$ cat config.mk
export PLATFORM = sky130hd
export DESIGN_NAME = bwsl_board
export DESIGN_NICKNAME = d
export VERILOG_FILES = /design/src/logic/bwsl_pkg.sv /design/src/logic/bwsl_board.sv /design/src/logic/bwsl_tick.sv /design/src/logic/bwsl_wdog.sv
export VERILOG_INCLUDE_DIRS = /design/src /design/src/logic
export SDC_FILE = /design/constraint.sdc
export NUM_CORES = 1
export LEC_CHECK = 0
export BUFFER_PORTS_ARGS = -buffer_cell sky130_fd_sc_hd__buf_2
export CAP_MARGIN = 20
export CORE_MARGIN = 1.5
export CORE_UTILIZATION = 56
export DETAILED_ROUTE_END_ITERATION = 6
export PLACE_DENSITY = 0.75
export SETUP_SLACK_MARGIN = 0.05
export SLEW_MARGIN = 20
export SYNTH_ARGS = -nofsm -noshare
export SYNTH_HDL_FRONTEND = slang
export SYNTH_SLANG_ARGS = --single-unit
$ cat constraint.sdc
create_clock -name core_clk -period 2.7 [get_ports core_clk]
set_input_delay 0.27 -clock core_clk [delete_from_list [all_inputs] [get_ports core_clk]]
set_output_delay 0.27 -clock core_clk [all_outputs]
set_load 0.03 [all_outputs]
$ cat src/logic/bwsl_regs.svh
// Constants of the board watchdog and status LED block: field positions,
// reset values, timing figures and time-out choices.
// Assumes a single 100 MHz board clock.
`ifndef BWSL_REGS_SVH
`define BWSL_REGS_SVH

`define BWSL_CLK_HZ 100000000
`define BWSL_SEC_S 1
`define BWSL_SEC_CYCLES (`BWSL_SEC_S * `BWSL_CLK_HZ)
`define BWSL_BLINK_MS 250
`define BWSL_BLINK_CYCLES ((`BWSL_CLK_HZ / 1000) * `BWSL_BLINK_MS)
`define BWSL_DIV_W 27

`define BWSL_SEL_W 2
`define BWSL_CNT_W 8
`define BWSL_TO_SEL0_S 8'h02
`define BWSL_TO_SEL1_S 8'h0A
`define BWSL_TO_SEL2_S 8'h32
`define BWSL_TO_SEL3_S 8'hFF

`define BWSL_LED_OFF 2'h0
`define BWSL_LED_GREEN 2'h1
`define BWSL_LED_RED 2'h2
`define BWSL_LED_YELLOW 2'h3

`define BWSL_IN_W 22
`define BWSL_IN_TRIG 0
`define BWSL_IN_SWREQ 1
`define BWSL_IN_GPREQ 2
`define BWSL_IN_GPVAL 3
`define BWSL_IN_S3 4
`define BWSL_IN_S4 5
`define BWSL_IN_S5 6
`define BWSL_IN_HWFAIL 7
`define BWSL_IN_UNLOCK 8
`define BWSL_IN_SUPOK 9
`define BWSL_IN_SATA_CHIP 10
`define BWSL_IN_SATA_EXT 11
`define BWSL_IN_RED_GPO 12
`define BWSL_IN_LINK1 13
`define BWSL_IN_LINK2 14
`define BWSL_IN_ACT1 15
`define BWSL_IN_ACT2 16
`define BWSL_IN_SEL0 17
`define BWSL_IN_SEL1 18
`define BWSL_IN_ENUM_N 19
`define BWSL_IN_FAIL_N 20
`define BWSL_IN_DEG_N 21
`define BWSL_SYNC_RST 22'h380000

`define BWSL_GENP_GREEN_RST 1'b0
`define BWSL_ROUTE_N_RST 1'b1

`endif

$ cat src/logic/bwsl_pkg.sv
// Types and decode function of the board watchdog and status LED block.
// Assumes bwsl_regs.svh is on the include path.
`include "bwsl_regs.svh"

package bwsl_pkg;

    typedef logic [`BWSL_CNT_W-1:0] bwsl_secs_t;
    typedef logic [1:0] bwsl_led_t;

    typedef enum logic [1:0] {DOG_PASSIVE, DOG_ARMED, DOG_EXPIRED} bwsl_dog_t;

    typedef struct packed {
        logic [`BWSL_DIV_W-1:0] sec_cnt;
        logic [`BWSL_DIV_W-1:0] blink_cnt;
        logic sec_tick;
        logic blink;
    } bwsl_tick_st_t;

    typedef struct packed {
        bwsl_dog_t state;
        bwsl_secs_t secs;
    } bwsl_dog_st_t;

    typedef struct packed {
        logic [`BWSL_IN_W-1:0] sync1;
        logic [`BWSL_IN_W-1:0] sync2;
        logic prev_trig;
        logic prev_swreq;
        logic prev_gpreq;
        logic sw_fail;
        logic genp_green;
        logic alt;
        bwsl_led_t health;
        bwsl_led_t disk;
        bwsl_led_t genp;
        bwsl_led_t eth;
        logic enum_n;
        logic fail_n;
        logic deg_n;
        logic sys_reset;
    } bwsl_main_st_t;

    // Time-out in seconds for a selection code
    function automatic bwsl_secs_t bwsl_limit(input logic [`BWSL_SEL_W-1:0] sel);
        case (sel)
            2'h0: bwsl_limit = `BWSL_TO_SEL0_S;
            2'h1: bwsl_limit = `BWSL_TO_SEL1_S;
            2'h2: bwsl_limit = `BWSL_TO_SEL2_S;
            default: bwsl_limit = `BWSL_TO_SEL3_S;
        endcase
    endfunction

endpackage

$ cat src/logic/bwsl_board.sv
// Board supervisory block: watchdog with selectable time-out forcing a
// full system reset, front-panel LED decoding and backplane signal routing.
// Assumes every input is an asynchronous pin; service requests arrive as
// rising edges on chipset output pins. Each LED is a red/green pair.
//
// Contract
// - Watchdog time-out selectable by software among 2, 10, 50 and 255 seconds.
// - After system reset the watchdog is passive and needs no boot trigger.
// - The first trigger after reset arms the watchdog.
// - Armed, a gap between triggers above the period forces full system reset.
// - Once armed the watchdog stays armed until the next system reset.
// - A new time-out selection is taken at any time, also while armed.
// - Health LED: off asleep, red hardware fault, red blink, yellow blink, green.
// - Health off: general-purpose and disk LEDs encode S3, S4 or S5.
// - A service request enters blinking-red software failure; the next one leaves.
// - Disk LED off idle, green chipset SATA, yellow extra controller SATA.
// - General-purpose red follows the chipset output, lit at logic one.
// - General-purpose green changes only by a service request.
// - Ethernet LED off, green port one, yellow port two, green/yellow both.
// - Ethernet LED blinks in a port's colour while that port is active.
// - Backplane enumeration line routed to a chipset input.
// - Fail goes to the first chipset input, degrade to the second.
// - Health LED turns green only with supplies good and reset released.
`timescale 1ns/1ps
`include "bwsl_regs.svh"

module bwsl_board #(
    parameter int unsigned SEC_CYCLES = `BWSL_SEC_CYCLES,
    parameter int unsigned BLINK_CYCLES = `BWSL_BLINK_CYCLES
) (
    input wire logic core_clk,
    input wire logic rst,
    input wire logic dog_trigger_request,
    input wire logic [`BWSL_SEL_W-1:0] dog_timeout_sel,
    input wire logic sw_fail_request,
    input wire logic genp_green_request,
    input wire logic genp_green_value,
    input wire logic sleep_s3,
    input wire logic sleep_s4,
    input wire logic sleep_s5,
    input wire logic hw_failure,
    input wire logic handle_unlocked,
    input wire logic supplies_ok,
    input wire logic sata_chipset_activity,
    input wire logic sata_extra_activity,
    input wire logic red_led_chipset_output,
    input wire logic first_backplane_port_link,
    input wire logic second_backplane_port_link,
    input wire logic first_backplane_port_activity,
    input wire logic second_backplane_port_activity,
    input wire logic backplane_enum_n,
    input wire logic supply_fail_n,
    input wire logic supply_degrade_n,
    output logic health_led_red,
    output logic health_led_green,
    output logic disk_activity_led_red,
    output logic disk_activity_led_green,
    output logic general_purpose_led_red,
    output logic general_purpose_led_green,
    output logic backplane_ethernet_led_red,
    output logic backplane_ethernet_led_green,
    output logic enumeration_chipset_input_n,
    output logic supply_fail_chipset_input_n,
    output logic supply_degrade_chipset_input_n,
    output logic system_reset_request,
    output logic dog_armed
);
    bwsl_pkg::bwsl_main_st_t st;
    bwsl_pkg::bwsl_main_st_t next_st;
    logic sec_tick;
    logic blink;
    logic trig_edge;
    logic dog_expired;
    bwsl_pkg::bwsl_secs_t dog_secs;
    logic [`BWSL_IN_W-1:0] pins;
    logic [`BWSL_IN_W-1:0] s;

    ////////////////////////////////////////////////////////////////////////////
    // Pin gathering
    always_comb begin
        pins = '0;
        pins[`BWSL_IN_TRIG] = dog_trigger_request;
        pins[`BWSL_IN_SWREQ] = sw_fail_request;
        pins[`BWSL_IN_GPREQ] = genp_green_request;
        pins[`BWSL_IN_GPVAL] = genp_green_value;
        pins[`BWSL_IN_S3] = sleep_s3;
        pins[`BWSL_IN_S4] = sleep_s4;
        pins[`BWSL_IN_S5] = sleep_s5;
        pins[`BWSL_IN_HWFAIL] = hw_failure;
        pins[`BWSL_IN_UNLOCK] = handle_unlocked;
        pins[`BWSL_IN_SUPOK] = supplies_ok;
        pins[`BWSL_IN_SATA_CHIP] = sata_chipset_activity;
        pins[`BWSL_IN_SATA_EXT] = sata_extra_activity;
        pins[`BWSL_IN_RED_GPO] = red_led_chipset_output;
        pins[`BWSL_IN_LINK1] = first_backplane_port_link;
        pins[`BWSL_IN_LINK2] = second_backplane_port_link;
        pins[`BWSL_IN_ACT1] = first_backplane_port_activity;
        pins[`BWSL_IN_ACT2] = second_backplane_port_activity;
        pins[`BWSL_IN_SEL0] = dog_timeout_sel[0];
        pins[`BWSL_IN_SEL1] = dog_timeout_sel[1];
        pins[`BWSL_IN_ENUM_N] = backplane_enum_n;
        pins[`BWSL_IN_FAIL_N] = supply_fail_n;
        pins[`BWSL_IN_DEG_N] = supply_degrade_n;
    end

    assign s = st.sync2;
    assign trig_edge = s[`BWSL_IN_TRIG] & ~st.prev_trig;

    ////////////////////////////////////////////////////////////////////////////
    // Timebase and watchdog unit
    bwsl_tick #(
        .SEC_CYCLES(SEC_CYCLES),
        .BLINK_CYCLES(BLINK_CYCLES)
    ) u_tick (
        .core_clk(core_clk),
        .rst(rst),
        .sec_tick(sec_tick),
        .blink(blink)
    );

    bwsl_wdog u_wdog (
        .core_clk(core_clk),
        .rst(rst),
        .sec_tick(sec_tick),
        .trigger(trig_edge),
        .timeout_sel({s[`BWSL_IN_SEL1], s[`BWSL_IN_SEL0]}),
        .armed(dog_armed),
        .expired(dog_expired),
        .secs(dog_secs)
    );

    ////////////////////////////////////////////////////////////////////////////
    // Next state
    always_comb begin
        logic sleep;
        logic c1;
        logic c2;
        sleep = 1'b0;
        c1 = 1'b0;
        c2 = 1'b0;
        next_st = st;
        next_st.sync1 = pins;
        next_st.sync2 = st.sync1;
        next_st.prev_trig = s[`BWSL_IN_TRIG];
        next_st.prev_swreq = s[`BWSL_IN_SWREQ];
        next_st.prev_gpreq = s[`BWSL_IN_GPREQ];
        if (s[`BWSL_IN_SWREQ] && !st.prev_swreq) begin
            next_st.sw_fail = ~st.sw_fail;
        end
        if (s[`BWSL_IN_GPREQ] && !st.prev_gpreq) begin
            next_st.genp_green = s[`BWSL_IN_GPVAL];
        end
        if (sec_tick) begin
            next_st.alt = ~st.alt;
        end
        sleep = s[`BWSL_IN_S3] | s[`BWSL_IN_S4] | s[`BWSL_IN_S5];

        // Health indication, highest cause first
        if (sleep) begin
            next_st.health = `BWSL_LED_OFF;
        end else if (s[`BWSL_IN_HWFAIL]) begin
            next_st.health = `BWSL_LED_RED;
        end else if (st.sw_fail) begin
            next_st.health = blink ? `BWSL_LED_RED : `BWSL_LED_OFF;
        end else if (s[`BWSL_IN_UNLOCK]) begin
            next_st.health = blink ? `BWSL_LED_YELLOW : `BWSL_LED_OFF;
        end else if (s[`BWSL_IN_SUPOK]) begin
            next_st.health = `BWSL_LED_GREEN;
        end else begin
            next_st.health = `BWSL_LED_OFF;
        end

        // Disk and general-purpose LEDs; sleep code overrides both
        if (s[`BWSL_IN_S5]) begin
            next_st.genp = `BWSL_LED_GREEN;
            next_st.disk = `BWSL_LED_GREEN;
        end else if (s[`BWSL_IN_S4]) begin
            next_st.genp = `BWSL_LED_GREEN;
            next_st.disk = `BWSL_LED_OFF;
        end else if (s[`BWSL_IN_S3]) begin
            next_st.genp = `BWSL_LED_OFF;
            next_st.disk = `BWSL_LED_GREEN;
        end else begin
            next_st.genp = {s[`BWSL_IN_RED_GPO], st.genp_green};
            if (s[`BWSL_IN_SATA_EXT]) begin
                next_st.disk = `BWSL_LED_YELLOW;
            end else if (s[`BWSL_IN_SATA_CHIP]) begin
                next_st.disk = `BWSL_LED_GREEN;
            end else begin
                next_st.disk = `BWSL_LED_OFF;
            end
        end

        // Backplane Ethernet: both linked alternates colours each second
        c1 = s[`BWSL_IN_LINK1] & (~s[`BWSL_IN_ACT1] | blink);
        c2 = s[`BWSL_IN_LINK2] & (~s[`BWSL_IN_ACT2] | blink);
        if (s[`BWSL_IN_LINK1] && s[`BWSL_IN_LINK2]) begin
            if (st.alt) begin
                next_st.eth = c2 ? `BWSL_LED_YELLOW : `BWSL_LED_OFF;
            end else begin
                next_st.eth = c1 ? `BWSL_LED_GREEN : `BWSL_LED_OFF;
            end
        end else if (s[`BWSL_IN_LINK1]) begin
            next_st.eth = c1 ? `BWSL_LED_GREEN : `BWSL_LED_OFF;
        end else if (s[`BWSL_IN_LINK2]) begin
            next_st.eth = c2 ? `BWSL_LED_YELLOW : `BWSL_LED_OFF;
        end else begin
            next_st.eth = `BWSL_LED_OFF;
        end

        next_st.enum_n = s[`BWSL_IN_ENUM_N];
        next_st.fail_n = s[`BWSL_IN_FAIL_N];
        next_st.deg_n = s[`BWSL_IN_DEG_N];
        // Held until the system reset it causes comes back on rst
        next_st.sys_reset = st.sys_reset | dog_expired;

        if (rst) begin
            next_st = '0;
            next_st.sync1 = `BWSL_SYNC_RST;
            next_st.sync2 = `BWSL_SYNC_RST;
            next_st.prev_trig = 1'b1;
            next_st.prev_swreq = 1'b1;
            next_st.prev_gpreq = 1'b1;
            next_st.genp_green = `BWSL_GENP_GREEN_RST;
            next_st.enum_n = `BWSL_ROUTE_N_RST;
            next_st.fail_n = `BWSL_ROUTE_N_RST;
            next_st.deg_n = `BWSL_ROUTE_N_RST;
        end
    end

    always_ff @(posedge core_clk) begin
        st <= next_st;
    end

    ////////////////////////////////////////////////////////////////////////////
    // Outputs
    assign health_led_red = st.health[1];
    assign health_led_green = st.health[0];
    assign disk_activity_led_red = st.disk[1];
    assign disk_activity_led_green = st.disk[0];
    assign general_purpose_led_red = st.genp[1];
    assign general_purpose_led_green = st.genp[0];
    assign backplane_ethernet_led_red = st.eth[1];
    assign backplane_ethernet_led_green = st.eth[0];
    assign enumeration_chipset_input_n = st.enum_n;
    assign supply_fail_chipset_input_n = st.fail_n;
    assign supply_degrade_chipset_input_n = st.deg_n;
    assign system_reset_request = st.sys_reset;
endmodule // bwsl_board

$ cat src/logic/bwsl_tick.sv
// Divider: one-cycle seconds tick and a free-running blink level.
// Assumes the board clock and a synchronous active-high reset.
`timescale 1ns/1ps
`include "bwsl_regs.svh"

module bwsl_tick #(
    parameter int unsigned SEC_CYCLES = `BWSL_SEC_CYCLES,
    parameter int unsigned BLINK_CYCLES = `BWSL_BLINK_CYCLES
) (
    input wire logic core_clk,
    input wire logic rst,
    output logic sec_tick,
    output logic blink
);
    localparam int DW = `BWSL_DIV_W;

    bwsl_pkg::bwsl_tick_st_t st;
    bwsl_pkg::bwsl_tick_st_t next_st;

    always_comb begin
        next_st = st;
        next_st.sec_tick = 1'b0;
        if (st.sec_cnt >= DW'(SEC_CYCLES - 1)) begin
            next_st.sec_cnt = '0;
            next_st.sec_tick = 1'b1;
        end else begin
            next_st.sec_cnt = st.sec_cnt + DW'(1);
        end
        if (st.blink_cnt >= DW'(BLINK_CYCLES - 1)) begin
            next_st.blink_cnt = '0;
            next_st.blink = ~st.blink;
        end else begin
            next_st.blink_cnt = st.blink_cnt + DW'(1);
        end
        if (rst) begin
            next_st = '0;
        end
    end

    always_ff @(posedge core_clk) begin
        st <= next_st;
    end

    assign sec_tick = st.sec_tick;
    assign blink = st.blink;

endmodule // bwsl_tick

$ cat src/logic/bwsl_wdog.sv
// Watchdog unit: passive after reset, armed by the first trigger,
// expires when the seconds since the last trigger pass the selected time-out.
// Assumes trigger is a one-cycle pulse and sec_tick a one-cycle enable.
`timescale 1ns/1ps
`include "bwsl_regs.svh"

module bwsl_wdog (
    input wire logic core_clk,
    input wire logic rst,
    input wire logic sec_tick,
    input wire logic trigger,
    input wire logic [`BWSL_SEL_W-1:0] timeout_sel,
    output logic armed,
    output logic expired,
    output bwsl_pkg::bwsl_secs_t secs
);
    bwsl_pkg::bwsl_dog_st_t st;
    bwsl_pkg::bwsl_dog_st_t next_st;

    always_comb begin
        next_st = st;
        case (st.state)
            bwsl_pkg::DOG_PASSIVE: begin
                if (trigger) begin
                    next_st.state = bwsl_pkg::DOG_ARMED;
                    next_st.secs = '0;
                end
            end
            bwsl_pkg::DOG_ARMED: begin
                if (trigger) begin
                    next_st.secs = '0;
                end else if (sec_tick) begin
                    // Live selection, so a new time-out acts at once
                    if (st.secs >= bwsl_pkg::bwsl_limit(timeout_sel)) begin
                        next_st.state = bwsl_pkg::DOG_EXPIRED;
                    end else begin
                        next_st.secs = st.secs + 8'h01;
                    end
                end
            end
            bwsl_pkg::DOG_EXPIRED: begin
                next_st.state = bwsl_pkg::DOG_EXPIRED;
            end
            default: begin
                next_st.state = bwsl_pkg::DOG_PASSIVE;
            end
        endcase
        if (rst) begin
            next_st.state = bwsl_pkg::DOG_PASSIVE;
            next_st.secs = '0;
        end
    end

    always_ff @(posedge core_clk) begin
        st <= next_st;
    end

    assign armed = (st.state != bwsl_pkg::DOG_PASSIVE);
    assign expired = (st.state == bwsl_pkg::DOG_EXPIRED);
    assign secs = st.secs;
endmodule // bwsl_wdog

## Word level (Yosys, flattened, before mapping)

Cells that the tools add are included.
W data, S select, Z words.

- Mux-type cells: 30
- $mul: 0
- Add/sub/neg operators: 3
- Bitwise gates (word level): 14
- Order comparisons: 3
- Shifts and indexed selects: 0
- Reductions and logical operators: 16
- Divide/modulo/power cells: 0
- Equality and inequality tests: 10

Operators with widths:

| operator | number |
|---|---|
| $add A27 B1 Y27 const B | 2 |
| $mux W8 | 5 |
| $ge A27 B25 Y1 const B | 1 |
| $ge A27 B27 Y1 const B | 1 |
| $mux W2 | 13 |
| $pmux W8 S3 | 1 |
| $mux W10 | 2 |
| $pmux W8 S2 | 1 |
| $mux W3 | 3 |
| $add A8 B1 Y8 const B | 1 |
| $ge A8 B8 Y1 | 1 |
| $reduce_and A4 Y1 | 2 |
| $ne A2 B2 Y1 const B | 3 |
| $ne A3 B3 Y1 const B | 2 |
| $not A1 Y1 | 6 |
| $pmux W2 S3 | 1 |
| $reduce_or A2 Y1 | 3 |
| $or A1 B1 Y1 | 5 |
| $eq A2 B1 Y1 const B | 2 |
| $eq A2 B2 Y1 const B | 2 |
| $logic_not A2 Y1 | 2 |
| $mux W1 | 4 |
| $reduce_bool A2 Y1 | 2 |
| $reduce_or A4 Y1 | 1 |
| 5 further kinds | 10 |

- Logic and storage cells: 101
- Latch bits: 0
- Bits in registers: 128
- Output and inout port bits: 13
- Input port bits: 24
- RAM bits: 0
- ROM bits: 0
- Memories kept: 0

## Longest topological paths before layout

Gate-level depths: netlist of run 1.

- Depth in word-level cells: 10
- Mapped depth: 8
- Gate-level depth less buffers: 7

## Hierarchy

A second synthesis of run 1 with hierarchy kept.

- Cells, all modules: 535
- Area, all modules: 5,243.8 um^2

Modules (own cells, without submodules):

| module | seq. area each (um^2) | cells an instance | times used | area each (um^2) |
|---|---|---|---|---|
| bwsl_tick | 1,121.1 | 286 | 1 | 2,655.0 |
| bwsl_board | 1,241.2 | 152 | 1 | 1,800.5 |
| bwsl_wdog | 200.2 | 97 | 1 | 788.3 |

## Worst setup path after synthesis of run 1

Ideal clock, no wire load.

- Path kind: flip-flop to flip-flop
- Start point: register st (netlist bit s[18])
- End point: register u_wdog.st (netlist bit u_wdog.secs[2])
- Stages on the path, launching flop included: 9
- Path slack: 623 ps
- Data arrival time: 2,006 ps
- Clock period less this slack: 2,077 ps
- Setup time: 71 ps
- Buffers on the path: 1
- Required time: 2,629 ps
- Cell sequence: dfxtp_1 -> nand2_1 -> ha_1 -> and3_1 -> a221oi_2 -> o221ai_2 -> buf_2 -> or4_1 -> a21oi_1

- Cells in the longest elaborated chain, start to end: 8
- Elaborated cells on any way between the ends: 10
- Those cells by class: order compare (1); eq/ne (3); mux (4); reduce/logical (2)

RTL lines:

| item | RTL line | source |
|---|---|---|
| start: declaration | bwsl_board.sv:68 | `bwsl_pkg::bwsl_main_st_t st;` |
| start signal: assignment | bwsl_board.sv:232 | `st <= next_st;` |
| $eq A2 B2 Y1, or another cell as far along | bwsl_pkg.sv:45 | `case (sel)` |
| $pmux W8 S3 * | bwsl_pkg.sv:45 |  |
| $mux W8 * | bwsl_wdog.sv:32 | `end else if (sec_tick) begin` |
| $mux W8 * | bwsl_wdog.sv:30 | `if (trigger) begin` |
| $mux W8 * | bwsl_wdog.sv:22 | `case (st.state)` |
| $ge A8 B8 Y1 * | bwsl_wdog.sv:34 | `if (st.secs >= bwsl_pkg::bwsl_limit(timeout_sel)) begin` |
| $ne A3 B3 Y1 (no line) * | - |  |
| $reduce_and A4 Y1 (no line) * | - |  |
| end signal: assignment | bwsl_wdog.sv:55 | `st <= next_st;` |
| end: declaration | bwsl_wdog.sv:17 | `bwsl_pkg::bwsl_dog_st_t st;` |

Mark *: on every way between the ends. The rest lies on a longest branch, timed or not. The select of a mux whose other input is x is not followed.
A chain may end at the register's enable or synchronous reset.

## Final worst setup path of run 1

- Start point: register st (netlist bit s[18])
- End point: register u_wdog.st (netlist bit u_wdog.secs[5])

Same word-level chain as after synthesis.

==> results of run 1 <==
-- tightest hold or removal path, cell delays in order --
cell and delay (ps):
buf_2 130, buf_12 200, nor2_1 110
-- final cells by class --
type,count,area (um^2)
fill,684,2610
timing repair buffer,62,443
tap,108,135
sequential,128,2560
multi-input combinational,377,2400
clock inverter,15,168
inverter,19,71.3
clock buffer,17,414
-- cells in the final DEF, fill, tap and decap left out, drive strengths merged, types with 2 or more instances in the layout --
master,synthesis,routed
dlygate4sd3,0,22
o31ai,7,7
nand4,10,10
clkbuf,10,17
clkinv,0,3
or4,7,7
a221oi,3,3
xor2,25,25
clkinvlp,0,2
nor3,15,15
nor2,73,73
o21ai,4,4
dfxtp,128,128
ha,10,10
a22oi,2,2
a21o,2,2
nand3,24,24
and4,4,4
nor4b,2,2
xnor2,22,22
a31oi,6,6
inv,19,28
o311ai,2,2
and3,13,13
and2,4,4
nor4,11,11
nor2b,45,45
conb,1,2
mux2i,4,4
a21oi,11,11
nand2b,8,8
nand2,33,33
buf,5,40
or2,14,14
-- power groups by stage --
| stage | Clock, W | Sequential, W | Combinational (W) |
|---|---|---|---|
| detailed placement | 0 | 0.00202 | 0.000233 |
| CTS | 0.00224 | 0.00198 | 0.000258 |
| global route | 0.00232 | 0.00198 | 0.000287 |
| global placement | 0 | 0.00201 | 0.000222 |
| floorplan | 0 | 0.00203 | 0.000161 |
| finish | 0.00221 | 0.00198 | 0.000260 |
-- layer usage --
layer,routed length [um],global-route usage,up-vias
met3,375,0.0603,17
met1,4480,0.253,1821
met5,0,0,-
li1,-,-,1967
met2,4790,0.366,80
met4,175,0.0967,0
-- metrics by stage --
step           area (um^2)  instances  setup slack [ps]   util
4_1_cts               6200        726               335  0.704
5_1_grt               6200        726               188  0.704
3_3_place_gp          5400        672               523  0.613
3_5_place_dp          5400        672               351  0.613
6_report              6200        726               341  0.704
2_1_floorplan         5120        539               623      -
-- cell families (layout without fill, tap and decap cells) --
kind of cell             after synthesis  count (layout)  share of synthesized area
other                                  1               2                   0.000733
buffers and inverters                 34             113                     0.0296
multiplexers                           4               4                    0.00783
AND/OR/NAND/NOR                      267             267                      0.280
AO/OA/AOI/OAI                         47              47                     0.0761
flip-flops                           128             128                      0.501
adder cells (fa/ha/maj)               10              10                     0.0245
XOR/XNOR                              47              47                     0.0805
-- state kept, by name (all words and copies together) (netlist names) --
register	cells
u_tick.st	54
st	28
s	22
u_wdog.secs	8
u_wdog.st	2
backplane_ethernet_led_green	1
backplane_ethernet_led_red	1
disk_activity_led_green	1
disk_activity_led_red	1
enumeration_chipset_input_n	1
general_purpose_led_green	1
general_purpose_led_red	1
health_led_green	1
health_led_red	1
supply_degrade_chipset_input_n	1
supply_fail_chipset_input_n	1
system_reset_request	1
u_tick.blink	1
u_tick.sec_tick	1
-- timing repair --
item	4_1_cts	5_1_grt
endpoints found under the setup margin	0	0
buffers inserted	0	0
endpoints found under the hold margin	22	0
gates resized for setup	0	0
hold buffers	22	0
-- final timing paths --
check | to | slack (ps) | cells past startpoint
worst max register to register | u_wdog.secs[5]$_SDFFE_PP0P_ | 340 | 7
worst min-delay path | st[13]$_SDFFE_PP0P_ | 250 | 3
worst max-delay path | u_wdog.secs[5]$_SDFFE_PP0P_ | 340 | 7
worst min register to register | s[20]$_SDFF_PP1_ | 410 | 1
==> summary.txt, run 1 <==
Pwr
  – Pwr dens: 717 nW/um^2
  – Sequential power share: 0.445
  – Comb power frac: 0.058
  – Clock share of power: 0.497
  – Tot Pwr: 0.00444 W
  – Internal Pwr Total: 0.00333 W
  – Net Sw Power: 0.00111 W
  – P_leak: 2.35 nW
  – Switching share of total power: 0.250
  – Worst vdd ir: 0.586 mV

Global routing
  – Initial antenna violation count: 0
  – Wire length of the first global-routing pass: 16,600 um
  – GR Overflow Total: 0
  – Number of global-route vias before repair: 3,704
  – Largest net degree at the start of global routing: 76
  – Tot GR Track Use: 0.215

STA
  – FMAX: 0.424 GHz
  – Final Cycle Share: 0.874
  – Unrepaired setup endpoints after global routing: no
  – Post-route setup TNS: 0 ps
  – Final hold vios: 0
  – Max-slew violation count: 0
  – Measured slew at the worst slew-check pin: 777 ps
  – Clk_skew: 7.09 ps
  – Hold Slack: 254 ps
  – Relative slew margins: 0.477
  – Crit path time final: 2360 ps
  – Final setup fails: 0

Clock tree
  – CTS Buffer Depth: 2
  – Sink Count: 128
  – H-Tree Depth: 4
  – CTS tree: yes
  – CTS buffer count: 17
  – CTS root buffer: clkbuf_8
  – Clk_lat worst skew: 520 ps
  – Clock transition at path regs: 70 ps

Cells and area
  – Antenna diode count: 0
  – Share of layout cells above drive strength 1: 0.160
  – Nets: 639
  – Synthesis-to-finish area growth: 21.2%

Worst hold path
  – Min-delay src: rst
  – Hold Path Class: input port to flop

Yosys
  – Top post-synthesis cells by count: dfxtp_1, nor2_1, nor2b_1
  – Syn_area_per_cell: 9.51 um^2
  – Fraction of registers with async set/reset: 0
  – EDFF count, synth: 0
  – Count leader, synth: dfxtp_1
  – Yosys warning total: 0
  – Cells after Synth: 538
  – Synth top area share: 0.501
  – Register area share after synthesis: 0.501
  – Cell variety after synth: 57
  – #FFs+latches synth: 128
  – Largest cells by area after synthesis: dfxtp_1, nor2b_1, nor2_1, xor2_1, xnor2_1
  – Synth area leader: dfxtp_1
  – Post-Syn Area: 5110 um^2
  – Main synth FF type: dfxtp_1

Place
  – GPL Wtd Cong: 0.796
  – DP HPWL: 6190 um
  – Port bufs: 36

Floorplanning
  – Core Area: 8810 um^2
  – Die area: 9720 um^2
  – Die span in y: 98.6 um
  – Io pins: 37
  – Row count: 34
  – Initial Util: 0.581
  – Width of the die: 98.6 um

Setup path
  – Nature of the critical path endpoint: flop
  – CP max stage delay: 540 ps
  – Slowest CP cell: or4_1
  – Worst Setup SP: s[18]$_SDFF_PP0_
  – CP cell instances: nand2_1, ha_1, and3_1, a221oi_2, o221ai_2, or4_1, a21oi_1
  – CP max FO: 15
  – Worst r2r src: s[18]$_SDFF_PP0_
  – Crit path DAT: 2800 ps
  – Top delay family on crit path: simple AND/OR/NAND/NOR gates
  – CP Data Required Time: 3140 ps
  – Crit path kind: flop to flop
  – Startpoint types: flop
  – CP bufs+invs: 0

Detailed routing
  – Drt via density: 5.35
  – Final WL: 9820 um
  – DRT Pass-1 Iters: 7
  – Drt drc: 0
  – DRT antenna net count: 0
  – Via count: 3,885
  – DR iter-0 viols: 193
  – Drt wl/cell: 13.5 um

Run
  – Max-cap viol count: 0

Status
  – Status: finished, final reports clean
Power figures use the tool's default switching activity.
==> run 2, diff against run 1 <==
Settings changed: CORE_ASPECT_RATIO set to 1.1, CORE_UTILIZATION 56 to 50, PLACE_DENSITY 0.75 to 0.68.
==> run 2 against run 1 <==
Compared with the run above:
- via count down 2.1%
- combinational power down 3%
- worst setup slack better by 3.6 ps
- non-clock buffer count up 1
- sequential power about the same
- fmax up 0.15%
- sequential cell count unchanged
- hold slack worse by 47 ps
- utilization down 7.4 points
- register-to-register slack about the same
- global-route usage down 2.9 points
==> summary.txt, run 2 (synthesis gave the netlist of run 1 again) <==
Place
  – Port bufs: 36
  – Placed cells: 685
  – DP HPWL: 6000 um
  – Placed Area: 5410 um^2
  – DP Worst Slack: 371 ps
  – GPL Wtd Cong: 0.768

STA
  – Crit path time final: 2360 ps
  – Final setup fails: 0
  – Clk_skew: 9.29 ps
  – Final hold vios: 0
  – Measured slew at the worst slew-check pin: 762 ps
  – Unrepaired setup endpoints after global routing: no
  – Final Cycle Share: 0.872
  – Max-slew violation count: 0
  – Relative slew margins: 0.487
  – FMAX: 0.425 GHz
  – Setup WS post-layout: 345 ps
  – Post-route setup TNS: 0 ps

Global routing
  – Initial antenna violation count: 0
  – Tot GR Track Use: 0.186
  – GR Overflow Total: 0
  – Largest net degree at the start of global routing: 52
  – Number of global-route vias before repair: 3,674
  – Wire length of the first global-routing pass: 16,200 um

Floorplanning
  – Die span in y: 109 um
  – Initial Util: 0.517
  – Die area: 10,800 um^2
  – Row count: 38
  – Core Area: 9890 um^2
  – Width of the die: 99.4 um
  – Io pins: 37

Cells and area
  – Synthesis-to-finish area growth: 21.7%
  – Share of layout cells above drive strength 1: 0.162
  – Finished Cell Area: 6230 um^2
  – Post-Layout Cell Count: 739
  – Largest register FFs: 54
  – Highest-count cells in the layout ignoring fill and taps: dfxtp_1, nor2_1, nor2b_1
  – Reg with most FFs: u_tick.st
  – Commonest non-fill, non-tap cell in the layout: dfxtp_1
  – Nets: 640
  – Fin util: 0.630
  – Antenna diode count: 0

Status
  – Status: finished, final reports clean

Clock tree
  – Clock transition at path regs: 60 ps
  – CTS root buffer: clkbuf_8
  – H-Tree Depth: 4
  – CTS tree: yes
  – Clk_lat worst skew: 510 ps
  – CTS buffer count: 17
  – CTS Buffer Depth: 2
  – Post-CTS Setup Inserts: 0
  – Sink Count: 128

Detailed routing
  – DR iter-0 viols: 117
  – Met3 WL: 277 um
  – Drt via density: 5.14
  – Met1 wire length: 4340 um
  – Detailed-routed wire length on met2: 4360 um
  – Top layer in use: met4
  – DRT Pass-1 Iters: 5
  – Drt wl/cell: 12.3 um
  – Drt drc: 0
  – DRT antenna net count: 0
  – Via count: 3,802
  – Final WL: 9120 um

Run
  – Max-cap viol count: 0

Pwr
  – Worst vdd ir: 0.438 mV
  – Pwr dens: 725 nW/um^2
  – P_leak: 2.36 nW

Setup path
  – CP max FO: 15
  – Crit path kind: flop to flop
  – CP Data Required Time: 3140 ps
  – Startpoint types: flop
  – Crit path DAT: 2790 ps
  – Nature of the critical path endpoint: flop

Worst hold path
  – Hold Path Class: input port to flop
run 2: cell types whose count changed in the layout (fill, tap and decap cells not counted):
cell | before | now
clkinvlp_4 | 2 | 1
buf_12 | 1 | 0
buf_4 | 3 | 5
clkinv_8 | 1 | 0
bufinv_16 | 1 | 2
inv_8 | 4 | 5
run 2: per-layer routing:
layer	vias to the layer above	track usage
met2	52	0.307
li1	1975	-
met3	15	0.0500
met5	-	0
met4	0	0.0744
met1	1760	0.231
run 2: final timing paths:
kind	from	end	slack (ps)	depth (start not counted)
min	rst	u_tick.st[19]$_SDFF_PP0_	210	4
min reg2reg	st[59]$_SDFF_PP1_	s[19]$_SDFF_PP1_	410	1
max reg2reg	s[18]$_SDFF_PP0_	u_wdog.secs[5]$_SDFFE_PP0P_	340	7
max	s[18]$_SDFF_PP0_	u_wdog.secs[5]$_SDFFE_PP0P_	340	7
run 2: worst max-delay path, cell delays in order, from the launching register on:
cell and delay [ps]:
dfxtp_1 390, nand2_1 120, ha_1 280, and3_1 180, a221oi_2 320, o221ai_2 300, or4_1 540, a21oi_1 150
run 2: area by class of cell:
type,count,area [um^2]
clock buffers,17,414
clock inverters,15,185
fillers,793,3660
inverters,19,71.3
multi-input cells,377,2400
flip-flops and latches,128,2560
well taps,120,150
repair buffers,63,438
run 2: repair_timing:
action	in CTS	in global routing
hold endpoints to repair	22	0
setup endpoints to repair	0	0
resized for setup	0	0
hold buffers	22	0
run 2: report_power, final:
part | internal [W] | total [W] | leakage [nW] | switching (W)
registers | 0.00195 | 0.00198 | 1.05 | 0.0000288
clock network | 0.00136 | 0.00228 | 0.294 | 0.000922
logic | 0.000114 | 0.000252 | 1.02 | 0.000138
total | 0.00342 | 0.00451 | 2.36 | 0.00109
run 2: metrics by stage:
step / hold slack [ps] / total power [W]
2_1_floorplan: 374 / 0.00219
3_3_place_gp: 392 / 0.00224
3_5_place_dp: 395 / 0.00225
4_1_cts: 185 / 0.00456
5_1_grt: 204 / 0.00470
6_report: 207 / 0.00451
